File: src/hdl/ict_pkg.sv
// Constants, types and register map of the isolated CAN transceiver control block.
// Assumes a 40 MHz clock and a 32-bit APB register bus with 12-bit byte addresses.
`default_nettype none

package ict_pkg;

    // =========================================================================
    // Timing
    localparam int unsigned CLK_PERIOD_NS    = 25;
    // Plain default; the real figure is set per product
    localparam int unsigned DOM_TIMEOUT_NS   = 1000000;
    localparam int unsigned DOM_TIMEOUT_CYC  = (DOM_TIMEOUT_NS + CLK_PERIOD_NS - 1) / CLK_PERIOD_NS;
    localparam int unsigned WAKE_FILTER_NS   = 1000;
    localparam int unsigned WAKE_FILTER_CYC  = (WAKE_FILTER_NS + CLK_PERIOD_NS - 1) / CLK_PERIOD_NS;
    localparam int unsigned SYNC_STAGES      = 2;

    // =========================================================================
    // Register map
    localparam logic [11:0] ADDR_CTRL        = 12'h000;
    localparam logic [11:0] ADDR_STATUS      = 12'h004;
    localparam logic [11:0] ADDR_IRQ_STATUS  = 12'h008;
    localparam logic [11:0] ADDR_IRQ_CLEAR   = 12'h00c;
    localparam logic [11:0] ADDR_IRQ_ENABLE  = 12'h010;

    localparam int unsigned CTRL_FORCE_STB   = 0;
    localparam logic [31:0] CTRL_RST         = 32'h0000_0000;
    localparam logic [31:0] IRQ_ENABLE_RST   = 32'h0000_0000;

    // Status fields: mode one-hot in [2:0], then flags
    localparam int unsigned ST_MODE_LSB      = 0;
    localparam int unsigned ST_TIMEOUT       = 3;
    localparam int unsigned ST_OVERTEMP      = 4;
    localparam int unsigned ST_UV_STANDBY    = 5;
    localparam int unsigned ST_CTRL_UV       = 6;

    // Event bits, shared by irq status, clear and enable
    localparam int unsigned EV_TIMEOUT       = 0;
    localparam int unsigned EV_OVERTEMP      = 1;
    localparam int unsigned EV_UV_STANDBY    = 2;
    localparam int unsigned EV_SWITCHOFF     = 3;
    localparam int unsigned EV_CTRL_UV       = 4;
    localparam int unsigned NUM_EV           = 5;

    // =========================================================================
    // Types
    typedef enum logic [2:0] {
        ICT_OFF     = 3'b001,
        ICT_STANDBY = 3'b010,
        ICT_NORMAL  = 3'b100
    } ict_mode_e;

    typedef struct packed {
        logic txd;                  // Transmit data, low is dominant
        logic stb;                  // Standby control level
        logic stb_driven;           // Low while the standby pin floats
        logic ctrl_supply_low;      // controller_side_supply below ctrl_supply_low_threshold
        logic bus_supply_below_stb; // bus_side_supply below bus_supply_standby_threshold
        logic bus_supply_above_max; // bus_side_supply above that threshold's maximum
        logic bus_supply_below_off; // bus_side_supply below bus_supply_switchoff_threshold
        logic overtemp;             // Junction above shutdown_junction_temp
        logic rx_dominant;          // Normal receiver sees dominant
        logic lp_rx_dominant;       // Low-power receiver sees dominant
    } ict_pins_s;

    localparam ict_pins_s PINS_RST = '{txd: 1'b1, stb: 1'b1, default: 1'b0};

    typedef struct packed {
        logic drive_dominant;
        logic bias_mid;
        logic bias_gnd;
        logic connected;
        logic rx_normal_en;
        logic lp_rx_en;
    } ict_bus_s;

endpackage : ict_pkg

`default_nettype wire

File: src/hdl/ict_wake_filter.sv
// Bus wake-up filter: output takes a new level only after it has been stable long enough.
// Assumes a synchronised input on the same clock.
`default_nettype none

module ict_wake_filter #(
    parameter int unsigned FILT_CYC = ict_pkg::WAKE_FILTER_CYC
) (
    input  wire logic clock,
    input  wire logic srst,
    input  wire logic din,
    output var  logic dout
);

    localparam int unsigned CW = $clog2(FILT_CYC + 1);
    localparam logic [CW-1:0] CNT_MAX = CW'(FILT_CYC);

    logic [CW-1:0] cnt_q;
    logic          dout_q;

    // =========================================================================
    // Stability counter
    always_ff @(posedge clock) begin
        if (srst) begin
            cnt_q  <= '0;
            dout_q <= 1'b0;
        end else if (din == dout_q) begin
            cnt_q  <= '0;
        end else if (cnt_q == CNT_MAX) begin
            cnt_q  <= '0;
            dout_q <= din;
        end else begin
            cnt_q  <= cnt_q + CW'(1);
        end
    end

    assign dout = dout_q;
endmodule : ict_wake_filter

`default_nettype wire

File: src/hdl/ict_ctrl.sv
// Mode and fail-safe control of an isolated high-speed CAN transceiver, with APB registers.
// Assumes pin and supply flags arrive asynchronously and the bus analog front end is outside.
//
// Decided for this implementation: the address map and the APB interface to the registers.
`default_nettype none

// Overview of operation
// - Normal mode drives bus from transmit data and returns bus state on receive data.
// - Good supplies: txd high gives recessive, rxd high; low gives dominant, rxd low.
// - Controller supply lost: dominant until time-out; recessive while bus supply ramps.
// - Bus supply unpowered: bus disconnected, rxd low, rxd rises when supply returns.
// - Standby input high selects Standby; low selects Normal.
// - Floating standby input defaults to Standby through a pull-up.
// - Standby: transmitter and normal receiver off, low-power receiver on, bus to ground.
// - Standby rxd follows low-power receiver through the wake filter.
// - Dominant timer starts on txd low; expiry disables transmitter, bus recessive.
// - A txd rising edge resets the timer and re-enables transmission.
// - Bus supply below standby threshold forces Standby until above its maximum.
// - Undervoltage standby still mirrors low-power receiver data onto rxd, slower.
// - Bus supply below switch-off: off, zero load; powers up again into Standby.
// - Controller supply undervoltage drives bus dominant and starts the timer.
// - After controller undervoltage rxd stays low until that supply is good.
// - Overtemperature disables the output drivers.
// - Drivers return only when temperature is low and txd is high.
module ict_ctrl #(
    parameter int unsigned DOM_TIMEOUT_CYC = ict_pkg::DOM_TIMEOUT_CYC,
    parameter int unsigned WAKE_FILTER_CYC = ict_pkg::WAKE_FILTER_CYC
) (
    input  wire logic             clock,
    input  wire logic             srst,
    input  wire logic             psel,
    input  wire logic             penable,
    input  wire logic             pwrite,
    input  wire logic [11:0]      paddr,
    input  wire logic [31:0]      pwdata,
    output var  logic             pready,
    output var  logic [31:0]      prdata,
    output var  logic             pslverr,
    input  wire ict_pkg::ict_pins_s pins,
    output var  logic             rxd,
    output var  ict_pkg::ict_bus_s  bus,
    output var  logic             irq
);

    localparam int unsigned PW = $bits(ict_pkg::ict_pins_s);
    localparam int unsigned TW = $clog2(DOM_TIMEOUT_CYC + 1);
    localparam logic [TW-1:0] TO_LAST = TW'(DOM_TIMEOUT_CYC - 1);

    // =========================================================================
    // Input synchronisers
    logic [PW-1:0]      sync1_q;
    logic [PW-1:0]      sync2_q;
    ict_pkg::ict_pins_s pin_s;

    for (genvar i = 0; i < PW; i++) begin : g_sync
        always_ff @(posedge clock) begin
            if (srst) begin
                sync1_q[i] <= ict_pkg::PINS_RST[i];
                sync2_q[i] <= ict_pkg::PINS_RST[i];
            end else begin
                sync1_q[i] <= pins[i];
                sync2_q[i] <= sync1_q[i];
            end
        end
    end

    assign pin_s = ict_pkg::ict_pins_s'(sync2_q);

    logic txd_prev_q;
    logic ctrl_uv_prev_q;
    logic txd_rise;
    logic ctrl_uv_end;

    always_ff @(posedge clock) begin
        if (srst) begin
            txd_prev_q     <= 1'b1;
            ctrl_uv_prev_q <= 1'b0;
        end else begin
            txd_prev_q     <= pin_s.txd;
            ctrl_uv_prev_q <= pin_s.ctrl_supply_low;
        end
    end

    assign txd_rise    = pin_s.txd && !txd_prev_q;
    assign ctrl_uv_end = ctrl_uv_prev_q && !pin_s.ctrl_supply_low;

    // =========================================================================
    // Registers
    localparam int unsigned NUM_EV = ict_pkg::NUM_EV;
    logic [31:0]       ctrl_q;
    logic [NUM_EV-1:0] irq_status_q;
    logic [NUM_EV-1:0] irq_enable_q;
    logic [NUM_EV-1:0] irq_events;
    logic [NUM_EV-1:0] irq_clear;
    logic [31:0]       status_word;
    logic [31:0]       rdata_d;
    logic              rd_err_d;
    logic [31:0]       prdata_q;
    logic              pslverr_q;
    logic              wr_acc;

    assign pready = psel && penable;
    assign wr_acc = psel && penable && pwrite;

    always_comb begin
        rdata_d  = 32'h0000_0000;
        rd_err_d = 1'b0;
        if (paddr == ict_pkg::ADDR_CTRL) begin
            rdata_d = ctrl_q;
        end else if (paddr == ict_pkg::ADDR_STATUS) begin
            rdata_d = status_word;
        end else if (paddr == ict_pkg::ADDR_IRQ_STATUS) begin
            rdata_d = 32'(irq_status_q);
        end else if (paddr == ict_pkg::ADDR_IRQ_CLEAR) begin
            rdata_d = 32'h0000_0000;
        end else if (paddr == ict_pkg::ADDR_IRQ_ENABLE) begin
            rdata_d = 32'(irq_enable_q);
        end else begin
            rd_err_d = 1'b1;
        end
    end

    // Answer is prepared in the setup cycle and shown in the access cycle
    always_ff @(posedge clock) begin
        if (srst) begin
            prdata_q  <= 32'h0000_0000;
            pslverr_q <= 1'b0;
        end else if (psel && !penable) begin
            prdata_q  <= pwrite ? 32'h0000_0000 : rdata_d;
            pslverr_q <= rd_err_d;
        end
    end

    assign prdata  = prdata_q;
    assign pslverr = pslverr_q && pready;

    always_ff @(posedge clock) begin
        if (srst) begin
            ctrl_q       <= ict_pkg::CTRL_RST;
            irq_enable_q <= NUM_EV'(ict_pkg::IRQ_ENABLE_RST);
        end else if (wr_acc && paddr == ict_pkg::ADDR_CTRL) begin
            ctrl_q       <= {31'h0000_0000, pwdata[ict_pkg::CTRL_FORCE_STB]};
        end else if (wr_acc && paddr == ict_pkg::ADDR_IRQ_ENABLE) begin
            irq_enable_q <= pwdata[NUM_EV-1:0];
        end
    end

    assign irq_clear = (wr_acc && paddr == ict_pkg::ADDR_IRQ_CLEAR) ? pwdata[NUM_EV-1:0] : '0;

    // Set wins over a clear in the same cycle
    always_ff @(posedge clock) begin
        if (srst) begin
            irq_status_q <= '0;
        end else begin
            irq_status_q <= irq_events | (irq_status_q & ~irq_clear);
        end
    end

    assign irq = |(irq_status_q & irq_enable_q);

    // =========================================================================
    // Supply undervoltage and overtemperature state
    logic uv_standby_q;
    logic ot_q;

    always_ff @(posedge clock) begin
        if (srst) begin
            uv_standby_q <= 1'b1;
        end else if (pin_s.bus_supply_below_stb || pin_s.bus_supply_below_off) begin
            uv_standby_q <= 1'b1;
        end else if (pin_s.bus_supply_above_max) begin
            uv_standby_q <= 1'b0;
        end
    end

    always_ff @(posedge clock) begin
        if (srst) begin
            ot_q <= 1'b0;
        end else if (pin_s.overtemp) begin
            ot_q <= 1'b1;
        end else if (pin_s.txd) begin
            ot_q <= 1'b0;
        end
    end

    // =========================================================================
    // Mode control
    ict_pkg::ict_mode_e mode_q;
    ict_pkg::ict_mode_e mode_d;
    logic               stb_sel;

    // Floating pin reads as standby; a lost controller supply cannot ask for it
    assign stb_sel = !pin_s.ctrl_supply_low && (pin_s.stb || !pin_s.stb_driven)
                     || ctrl_q[ict_pkg::CTRL_FORCE_STB];

    always_comb begin
        mode_d = mode_q;
        case (mode_q)
            ict_pkg::ICT_OFF: begin
                if (!pin_s.bus_supply_below_off) begin
                    mode_d = ict_pkg::ICT_STANDBY;
                end
            end
            ict_pkg::ICT_STANDBY: begin
                if (pin_s.bus_supply_below_off) begin
                    mode_d = ict_pkg::ICT_OFF;
                end else if (!stb_sel && !uv_standby_q && !pin_s.bus_supply_below_stb) begin
                    mode_d = ict_pkg::ICT_NORMAL;
                end
            end
            ict_pkg::ICT_NORMAL: begin
                if (pin_s.bus_supply_below_off) begin
                    mode_d = ict_pkg::ICT_OFF;
                end else if (stb_sel || uv_standby_q || pin_s.bus_supply_below_stb) begin
                    mode_d = ict_pkg::ICT_STANDBY;
                end
            end
            default: begin
                mode_d = ict_pkg::ICT_OFF;
            end
        endcase
    end

    always_ff @(posedge clock) begin
        if (srst) begin
            mode_q <= ict_pkg::ICT_OFF;
        end else begin
            mode_q <= mode_d;
        end
    end

    // =========================================================================
    // Dominant time-out
    logic          dom_req;
    logic [TW-1:0] dom_cnt_q;
    logic          timeout_q;

    assign dom_req = !pin_s.txd || pin_s.ctrl_supply_low;

    always_ff @(posedge clock) begin
        if (srst) begin
            dom_cnt_q <= '0;
        end else if (!dom_req || timeout_q || txd_rise) begin
            dom_cnt_q <= '0;
        end else begin
            dom_cnt_q <= dom_cnt_q + TW'(1);
        end
    end

    always_ff @(posedge clock) begin
        if (srst) begin
            timeout_q <= 1'b0;
        end else if (txd_rise || (ctrl_uv_end && pin_s.txd)) begin
            timeout_q <= 1'b0;
        end else if (dom_req && dom_cnt_q == TO_LAST) begin
            timeout_q <= 1'b1;
        end
    end

    // =========================================================================
    // Bus and receive data outputs
    logic               tx_en;
    logic               lp_filt;
    logic               rxd_q;
    ict_pkg::ict_bus_s  bus_q;
    logic               is_normal;
    logic               is_standby;

    assign is_normal  = (mode_q == ict_pkg::ICT_NORMAL);
    assign is_standby = (mode_q == ict_pkg::ICT_STANDBY);
    assign tx_en      = is_normal && !timeout_q && !ot_q;

    ict_wake_filter #(
        .FILT_CYC (WAKE_FILTER_CYC)
    ) u_wake_filter (
        .clock (clock),
        .srst  (srst),
        .din   (pin_s.lp_rx_dominant),
        .dout  (lp_filt)
    );

    always_ff @(posedge clock) begin
        if (srst) begin
            bus_q <= '0;
            rxd_q <= 1'b0;
        end else begin
            bus_q.drive_dominant <= tx_en && dom_req;
            bus_q.bias_mid       <= is_normal;
            bus_q.bias_gnd       <= is_standby;
            bus_q.connected      <= (mode_q != ict_pkg::ICT_OFF);
            bus_q.rx_normal_en   <= is_normal;
            bus_q.lp_rx_en       <= is_standby;
            if (mode_q == ict_pkg::ICT_OFF || pin_s.ctrl_supply_low) begin
                rxd_q <= 1'b0;
            end else if (is_normal) begin
                rxd_q <= !pin_s.rx_dominant;
            end else begin
                rxd_q <= !lp_filt;
            end
        end
    end

    assign bus = bus_q;
    assign rxd = rxd_q;

    // =========================================================================
    // Status and events
    always_comb begin
        status_word = 32'h0000_0000;
        status_word[ict_pkg::ST_MODE_LSB +: 3] = mode_q;
        status_word[ict_pkg::ST_TIMEOUT]       = timeout_q;
        status_word[ict_pkg::ST_OVERTEMP]      = ot_q;
        status_word[ict_pkg::ST_UV_STANDBY]    = uv_standby_q;
        status_word[ict_pkg::ST_CTRL_UV]       = pin_s.ctrl_supply_low;
    end

    always_comb begin
        irq_events = '0;
        irq_events[ict_pkg::EV_TIMEOUT]    = dom_req && dom_cnt_q == TO_LAST && !timeout_q;
        irq_events[ict_pkg::EV_OVERTEMP]   = pin_s.overtemp && !ot_q;
        irq_events[ict_pkg::EV_UV_STANDBY] = pin_s.bus_supply_below_stb && !uv_standby_q;
        irq_events[ict_pkg::EV_SWITCHOFF]  = (mode_d == ict_pkg::ICT_OFF) && !(mode_q == ict_pkg::ICT_OFF);
        irq_events[ict_pkg::EV_CTRL_UV]    = pin_s.ctrl_supply_low && !ctrl_uv_prev_q;
    end
endmodule : ict_ctrl

`default_nettype wire

File: config.mk
export PLATFORM = sky130hd
export DESIGN_NAME = ict_ctrl
export DESIGN_NICKNAME = d
export VERILOG_FILES = /design/src/hdl/ict_pkg.sv /design/src/hdl/ict_wake_filter.sv /design/src/hdl/ict_ctrl.sv
export SDC_FILE = /design/constraint.sdc
export NUM_CORES = 1
export LEC_CHECK = 0
export BUFFER_PORTS_ARGS = -buffer_cell sky130_fd_sc_hd__buf_4
export CORE_MARGIN = 4
export CORE_UTILIZATION = 51
export CTS_CLUSTER_SIZE = 12
export DETAILED_ROUTE_END_ITERATION = 10
export GPL_ROUTABILITY_DRIVEN = 0
export PLACE_DENSITY = 0.8
export SETUP_SLACK_MARGIN = 0.15
export SLEW_MARGIN = 20
export SYNTH_ARGS = -nofsm -noshare
export SYNTH_HDL_FRONTEND = slang
export SYNTH_SLANG_ARGS = --single-unit
File: constraint.sdc
create_clock -name clock -period 1.9 [get_ports clock]
set_clock_uncertainty 0.1 [all_clocks]
set_input_delay 0.38 -clock clock [delete_from_list [all_inputs] [get_ports clock]]
set_output_delay 0.38 -clock clock [all_outputs]
set_load 0.05 [all_outputs]
Yosys cells after proc, flatten, opt, wreduce, memory -nomap -nowiden
Cells that the tools add are included.
W data, S select, Z words.
Cells by class
  add/subtract/negate cells: 2
  multiply operators: 0
  divide/modulo/power cells: 0
  $lt $le $gt $ge: 0
  equality and inequality tests: 12
  shifts and indexed selects: 0
  mux-type cells: 21
  bitwise gates (word level): 6
  reduce and logical (&&, ||, !) cells: 57
Operators with widths (number)
  $mux W32: 1
  $eq A12 B4 Y1 const B: 2
  $logic_and A1 B1 Y1: 22
  $mux W5: 4
  $add A16 B1 Y16 const B: 1
  $eq A16 B16 Y1 const B: 1
  $logic_not A1 Y1: 15
  $mux W3: 5
  $mux W7: 2
  $eq A12 B3 Y1 const B: 1
  $eq A12 B5 Y1 const B: 1
  $logic_not A12 Y1: 1
  $and A5 B5 Y5: 2
  $logic_or A1 B1 Y1: 10
  $pmux W3 S3: 1
  $mux W1: 8
  $reduce_or A2 Y1: 4
  $add A6 B1 Y6 const B: 1
  $eq A3 B1 Y1 const B: 2
  $eq A6 B6 Y1 const B: 1
  $not A5 Y5: 1
  $or A5 B5 Y5: 1
  $reduce_or A5 Y1: 1
  $reduce_and A2 Y1: 2
  7 further kinds: 8
Word-level totals
  bits in registers: 100
  bits in latches: 0
  memory bits (writable): 0
  bits in read-only memories: 0
  bits of input ports: 59
  logic and storage cells: 137
  memories: 0

Longest topological paths before layout
Gate-level depths: netlist (run 1).
  depth after elaboration: 13
  mapped depth: 6
  mapped depth without buffers: 5

Cells and area by module
A second synthesis (run 1) with hierarchy kept.
Second synthesis, totals
  cell total of the unflattened synthesis: 360
  area total of the unflattened synthesis: 3270.6 µm²
Modules (own cells, without submodules)
  ict_ctrl: instances 1, cells each 327, area an instance 2960.3 µm²
  ict_wake_filter: instances 1, cells each 33, area an instance 310.3 µm²

Worst setup path before layout (run 1)
No wires, ideal clock.
  kind: input port to flip-flop
  from: input port paddr[0]
  to: register prdata_q[1] (netlist: prdata[1])
  library setup time: 0.117 ns
  data arrival time: 1.587 ns
  path slack: 0.096 ns
  stages on the path: 5
  path buffers: 1
  cell sequence: or4_4 > nor3_4 > buf_6 > nand3_1 > a32o_1
Between the ends
  longest elaborated chain between the ends: 7
RTL lines
  from (decl): RTL line ict_ctrl.sv:34  | input wire logic [11:0] paddr,
  $eq A12 B5 Y1: RTL line ict_ctrl.sv:116  | end else if (paddr == ict_pkg::ADDR_IRQ_ENABLE) begin
  $mux W5: RTL line ict_ctrl.sv:116
  $mux W5: RTL line ict_ctrl.sv:114  | end else if (paddr == ict_pkg::ADDR_IRQ_CLEAR) begin
  $mux W5: RTL line ict_ctrl.sv:112  | end else if (paddr == ict_pkg::ADDR_IRQ_STATUS) begin
  $mux W7: RTL line ict_ctrl.sv:110  | end else if (paddr == ict_pkg::ADDR_STATUS) begin
  $mux W7 *: RTL line ict_ctrl.sv:108  | if (paddr == ict_pkg::ADDR_CTRL) begin
  $mux W32 *: RTL line ict_ctrl.sv:129  | prdata_q <= pwrite ? 32'h0000_0000 : rdata_d;
  to (signal assigned): RTL line ict_ctrl.sv:129
  to (decl): RTL line ict_ctrl.sv:98  | logic [31:0] prdata_q;
Every way passes the cells marked *; elsewhere a longest branch is shown, timed or not.
A chain may end at the register's enable or synchronous reset.

Final worst setup path (run 1)
  from: register irq_enable_q[3]
  to: output port irq
Between the ends
  longest elaborated chain between the ends: 2
RTL lines
  from (decl): RTL line ict_ctrl.sv:92  | logic [NUM_EV-1:0] irq_enable_q;
  from (signal assigned): RTL line ict_ctrl.sv:140  | irq_enable_q <= NUM_EV'(ict_pkg::IRQ_ENABLE_RST);
  from (signal assigned): RTL line ict_ctrl.sv:144  | irq_enable_q <= pwdata[NUM_EV-1:0];
  $and A5 B5 Y5: RTL line ict_ctrl.sv:159  | assign irq = |(irq_status_q & irq_enable_q);
  $reduce_or A5 Y1: RTL line ict_ctrl.sv:159
  to (decl): RTL line ict_ctrl.sv:42  | output var logic irq
Every way passes these cells.

==> impl_metrics.json, run 1 <==
{
  "outcome": "finished, final reports clean",
  "maxCapViolCount": 0,
  "postPlaceCellArea_um2": 3540,
  "period_share": 0.959,
  "gr-total-overflow": 0,
  "die_x_um": 87.1,
  "ys_seq_elements": 75,
  "netlist_top_cells_count": "dfxtp_1 (75), nor2_1 (32), buf_4 (28)",
  "synth.yosys.seq_area_share": 0.471,
  "vias": 2480,
  "initialDrtViolationCount": 138,
  "cts_sinks": 75,
  "p_leak_nw": 1.54,
  "grt_antenna_before_repair": 0,
  "grt_pass1_vias": 2320,
  "synth_cell_types": 47,
  "grt_pass1_wl_mm": 9.92,
  "finalHoldViolCount": 0,
  "wire_per_inst_um": 12.7,
  "die_h_um": 87.1,
  "grt_use_met1": 0.199,
  "yosysTopAreaCell": "dfxtp_1",
  "grt_util_all_layers": 0.168,
  "hp-class": "input port to register",
  "start_util": 0.532,
  "ys.flop_type": "dfxtp_1",
  "fin_nets": 465,
  "clock_latency_ps": 350,
  "io_buffers": 48,
  "dp_hpwl_mm": 4.53,
  "synth_edf_count": 0,
  "final_cell_area_um2": 3800,
  "maxSlewViolCount": 0,
  "worstSetupEndpointType": "primary output",
  "yosys.cell_count.top_type": "dfxtp_1",
  "worst-path-max-fanout": 2,
  "crit_arrival_ps": 1340,
  "cts-root-buf": "clkbuf_8",
  "holdWs_ps": 109,
  "critical_path_class": "register to primary output",
  "ys_warn_count": 0,
  "cp_data_required_time_ps": 1420,
  "cts_made_buffers": 9,
  "clock_path_buffers": 2,
  "synth_top_area_share": 0.471,
  "finalPower_mw": 3.32,
  "met2_usage": 0.283,
  "fmax_mhz": 549,
  "setup_viol": 0,
  "grt_max_degree": 36,
  "holdBufCountCts": 0,
  "wl_mm": 6.14,
  "setup.worst_path.start_class": "register",
  "synthTopCellsByArea": "dfxtp_1 (47%), buf_4 (6.6%), nor2b_1 (4.1%), nor2_1 (3.8%), xnor2_1 (3.6%)",
  "synthArstFlopShare": 0,
  "boundaryPins": 101,
  "synthCells": 348,
  "fp.coreArea_um2": 5990,
  "vias_per_cell": 5.13,
  "fin_crit_ps": 1820,
  "diodes": 0,
  "syn_area_per_cell_um2": 9.16,
  "grt_most_used_layer": "met2",
  "syn2layout_area_growth_pct": 19.1,
  "layout-drive-gt1-share": 0.221,
  "grt_setup_unrepaired": "true",
  "drc": 0,
  "die-area_um2": 7580,
  "core.rowCount": 28,
  "htreeDepth": 3,
  "cts_tree": "done",
  "grt_use_met3": 0.0454,
  "firstDrtPassIters": 4,
  "syn_area_um2": 3190,
  "ant_nets": 0,
  "p_per_area_nw_per_um2": 874,
  "ir_drop_mv": 0.518,
  "clk_pin_slew_worst_paths_ps": 70
}
-- placed cells by master (no fill, tap or decap), types with 3 or more instances in the layout --
cell type   n
a21oi_1     5
a22oi_1     5
a31o_1      4
a32o_1      4
and2_1      3
and3_1      9
buf_4      56
buf_6       3
clkbuf_8   10
conb_1     25
dfxtp_1    73
ha_1        3
inv_1      12
mux2i_1     8
nand2_1    27
nand2b_1    4
nand3_1    14
nand4_1     4
nor2_1     32
nor2b_1    21
nor3_1      7
nor3b_1     3
nor4_1      8
o21ai_0    12
or2_2       5
or3_1       3
xnor2_1    13
xor2_1      5
-- per-layer routing --
| layer | vias up | share of wire |
|---|---|---|
| met1 | 1141 | 0.43 |
| met5 | - | 0 |
| met2 | 74 | 0.49 |
| met3 | 12 | 0.060 |
| li1 | 1253 | - |
| met4 | 0 | 0.018 |
-- registers in the layout, summed over array words and instances (netlist names), 3 cells and up --
register,cells
bus,4
prdata,7
mode_q,3
dom_cnt_q,16
u_wake_filter.cnt_q,6
irq_status_q,5
irq_enable_q,5
pin_s,10
sync1_q,10
-- report_power, final --
part | leakage, nW | switching [mW] | internal, mW
clock | 0.117 | 0.571 | 0.777
combinational | 0.814 | 0.228 | 0.103
sequential | 0.612 | 0.0263 | 1.62
total | 1.54 | 0.825 | 2.49
-- timing repair --
action / in CTS / in global routing
buffers inserted: 1 / 0
setup endpoints to repair: 4 / 12
pin swaps: 2 / 3
gates cloned: 0 / 0
gates resized for setup: 3 / 6
-- through the flow --
stage	worst slack, ps	std cells	utilization	TNS (ps)
after floorplan	103	372	-	0
after global placement	-178	466	0.591	-1940
after detailed placement	-229	466	0.591	-2680
after CTS	90.2	483	0.631	0
after global routing	50.8	483	0.634	0
final	77.9	483	0.634	0
-- cell type report --
class	instances	area (um^2)
Clock buffer	10	138
Clock inverter	6	87.6
Fill cell	508	2190
Inverter	12	45.0
Multi-Input combinational cell	246	1480
Sequential cell	75	1500
Tap cell	75	93.8
Timing Repair Buffer	59	454
-- worst paths after layout --
| path | from | end | slack [ps] | depth (start not counted) |
|---|---|---|---|---|
| setup / recovery | irq_enable_q[3] | irq | 80 | 3 |
| hold / removal | pins[8] | sync1_q[8] | 110 | 2 |
| setup reg to reg | dom_cnt_q[7] | dom_cnt_q[15] | 270 | 4 |
| hold reg to reg | sync1_q[9] | pin_s[9] | 310 | 1 |
-- worst max-delay path, stage by stage, from the launching register on --
cell,delay [ps]
dfxtp_2,330
a222oi_1,360
nand2_1,130
buf_6,170
-- logic make-up (layout without fill, tap and decap cells) --
logic type | after synthesis | after routing | synth area share
simple gates | 151 | 151 | 0.252
buf+inv | 51 | 87 | 0.0977
fa+ha+maj | 3 | 3 | 0.0118
flops | 75 | 75 | 0.471
compound gates | 41 | 41 | 0.0922
other cells | 1 | 25 | 0.00118
mux | 8 | 8 | 0.0251
xor+xnor | 18 | 18 | 0.0494
Power figures use the tool's default switching activity.
==> run 2: changes to the inputs <==
--- a/config.mk
+++ b/config.mk
@@ -6,12 +6,12 @@
 export NUM_CORES = 1
 export LEC_CHECK = 0
 export BUFFER_PORTS_ARGS = -buffer_cell sky130_fd_sc_hd__buf_4
-export CORE_MARGIN = 4
 export CORE_UTILIZATION = 51
 export CTS_CLUSTER_SIZE = 12
 export DETAILED_ROUTE_END_ITERATION = 10
 export GPL_ROUTABILITY_DRIVEN = 0
 export PLACE_DENSITY = 0.8
+export RECOVER_POWER = 50
 export SETUP_SLACK_MARGIN = 0.15
 export SLEW_MARGIN = 20
 export SYNTH_ARGS = -nofsm -noshare
==> run 2 against run 1 <==
Core utilization decreased by 1.0 points. Clock power hardly changed. Via count down 1.5%. Worst setup slack improved by 7.2 ps. Cell area down 1.6%. Critical path type unchanged. Die area decreased by 13%. Global-route usage up 2.2 points. First-iteration DRC count decreased by 15%.
==> impl_metrics.json, run 2 (same netlist as run 1, synthesis figures left out) <==
{
  "maxSlewViolCount": 0,
  "maxCapViolCount": 0,
  "worst-path-max-fanout": 2,
  "crit_arrival_ps": 1330,
  "crit_path_end": "irq",
  "setup_viol": 0,
  "slowest_delay_ps": 380,
  "vias": 2444,
  "largest_reg_flops": 16,
  "place_inst": 465,
  "vias_per_cell": 5.08,
  "path_depth": 3,
  "r2r_cells": 4,
  "syn2layout_area_growth_pct": 17.2,
  "crit_start": "irq_enable_q[3]",
  "final_cells": 481,
  "io_buffers": 48,
  "dp_slack_ps": -215,
  "die_x_um": 81.1,
  "worstMarginPinSlew_ps": 759,
  "finalHoldViolCount": 0,
  "clock_latency_ps": 340,
  "core.rowCount": 28,
  "setup.worst_path.start_class": "register",
  "fp.coreArea_um2": 5990,
  "cts_made_buffers": 9,
  "fin_crit_ps": 1810,
  "grt_max_degree": 36,
  "clk_pin_slew_worst_paths_ps": 80,
  "critical_path_class": "register to primary output",
  "grt_pass1_vias": 2222,
  "hp-start": "pins[8]",
  "outcome": "finished, final reports clean",
  "path_buf_inv": 1,
  "clock_path_buffers": 2,
  "gr-total-overflow": 0,
  "top_register": "dom_cnt_q",
  "start_util": 0.532,
  "ir_drop_mv": 0.586,
  "reg2reg_from": "dom_cnt_q[6]",
  "wl_mm": 5.73,
  "postPlaceCellArea_um2": 3530,
  "fin_util": 0.624,
  "cts-root-buf": "clkbuf_8",
  "layout_common_cells": "dfxtp_1 (74), buf_4 (50), nor2_1 (32), nand2_1 (27), conb_1 (25)",
  "wire_per_inst_um": 11.9,
  "period_share": 0.955,
  "p_per_area_nw_per_um2": 877,
  "boundaryPins": 101,
  "grt_pass1_wl_mm": 9.40,
  "firstDrtPassIters": 4,
  "r2r_slack_ps": 300,
  "fin_nets": 464,
  "dp_hpwl_mm": 4.28,
  "ant_nets": 0,
  "grt_antenna_before_repair": 0,
  "worstSetupEndpointType": "primary output",
  "setup_ws_ps": 85.1,
  "htreeDepth": 3,
  "critPathTopFamily": "compound AO/OA/AOI/OAI gates",
  "crit_slowest_cell": "a222oi_1",
  "tns_ps": 0,
  "regToRegEndpoint": "dom_cnt_q[15]",
  "diodes": 0,
  "drc": 0,
  "die_h_um": 81.1,
  "worstPathCellList": "a222oi_1, nand2_1, buf_6",
  "grt_util_all_layers": 0.189,
  "grt_setup_unrepaired": "true",
  "final_common_cell": "dfxtp_1",
  "cts_tree": "done",
  "fmax_mhz": 551,
  "p_leak_nw": 1.50,
  "hp-class": "input port to register",
  "slew_headroom": 0.494,
  "final_cell_area_um2": 3740,
  "initialDrtViolationCount": 117,
  "cp_data_required_time_ps": 1420,
  "layout-drive-gt1-share": 0.195,
  "die-area_um2": 6570,
  "cts_sinks": 75
}
## run 2: timing repair
| action | CTS | global route |
|---|---|---|
| endpoints found under the setup margin | 2 | 1 |
| cloned | 0 | 0 |
| buffers inserted | 1 | 0 |
| hold endpoints to repair | 0 | 0 |
| pin swaps | 2 | 0 |
| resized for setup | 3 | 0 |
| hold buffers | 0 | 0 |
## run 2: cell type report
class,instances,area (um^2)
fill,526,2250
sequential,75,1500
multi-input combinational,246,1470
timing repair buffer,58,414
clock buffer,10,138
tap,75,93.8
clock inverter,5,77.6
inverter,12,45.0
## run 2: how the worst min path moves through the flow
| stage | cells after the start | to | slack (ps) |
|---|---|---|---|
| floorplan | 1 | uv_standby_q | 290 |
| global placement | 1 | uv_standby_q | 290 |
| detailed placement | 1 | pin_s[8] | 290 |
| CTS | 2 | sync1_q[8] | 100 |
| global route | 2 | sync1_q[9] | 110 |
| finish | 2 | sync1_q[8] | 120 |
## run 2: report_power, final
group          switching (mW)  internal (mW)
registers              0.0273           1.62
logic                   0.224         0.0929
clock network           0.554          0.763
total                   0.806           2.47
## run 2: stage by stage
stage               hold WS, ps  power, mW
finish                      118       3.28
global route                106       3.41
CTS                         100       3.31
detailed placement          292       2.00
global placement            295       2.00
floorplan                   288       1.95
## run 2: metal layers
layer | vias up | GRT usage | wire length (um) | share of wire
met4 | 0 | 0.107 | 132 | 0.023
met5 | - | 0 | 0 | 0
met2 | 66 | 0.324 | 2790 | 0.49
li1 | 1245 | - | - | -
met3 | 11 | 0.0382 | 280 | 0.049
met1 | 1122 | 0.220 | 2530 | 0.44
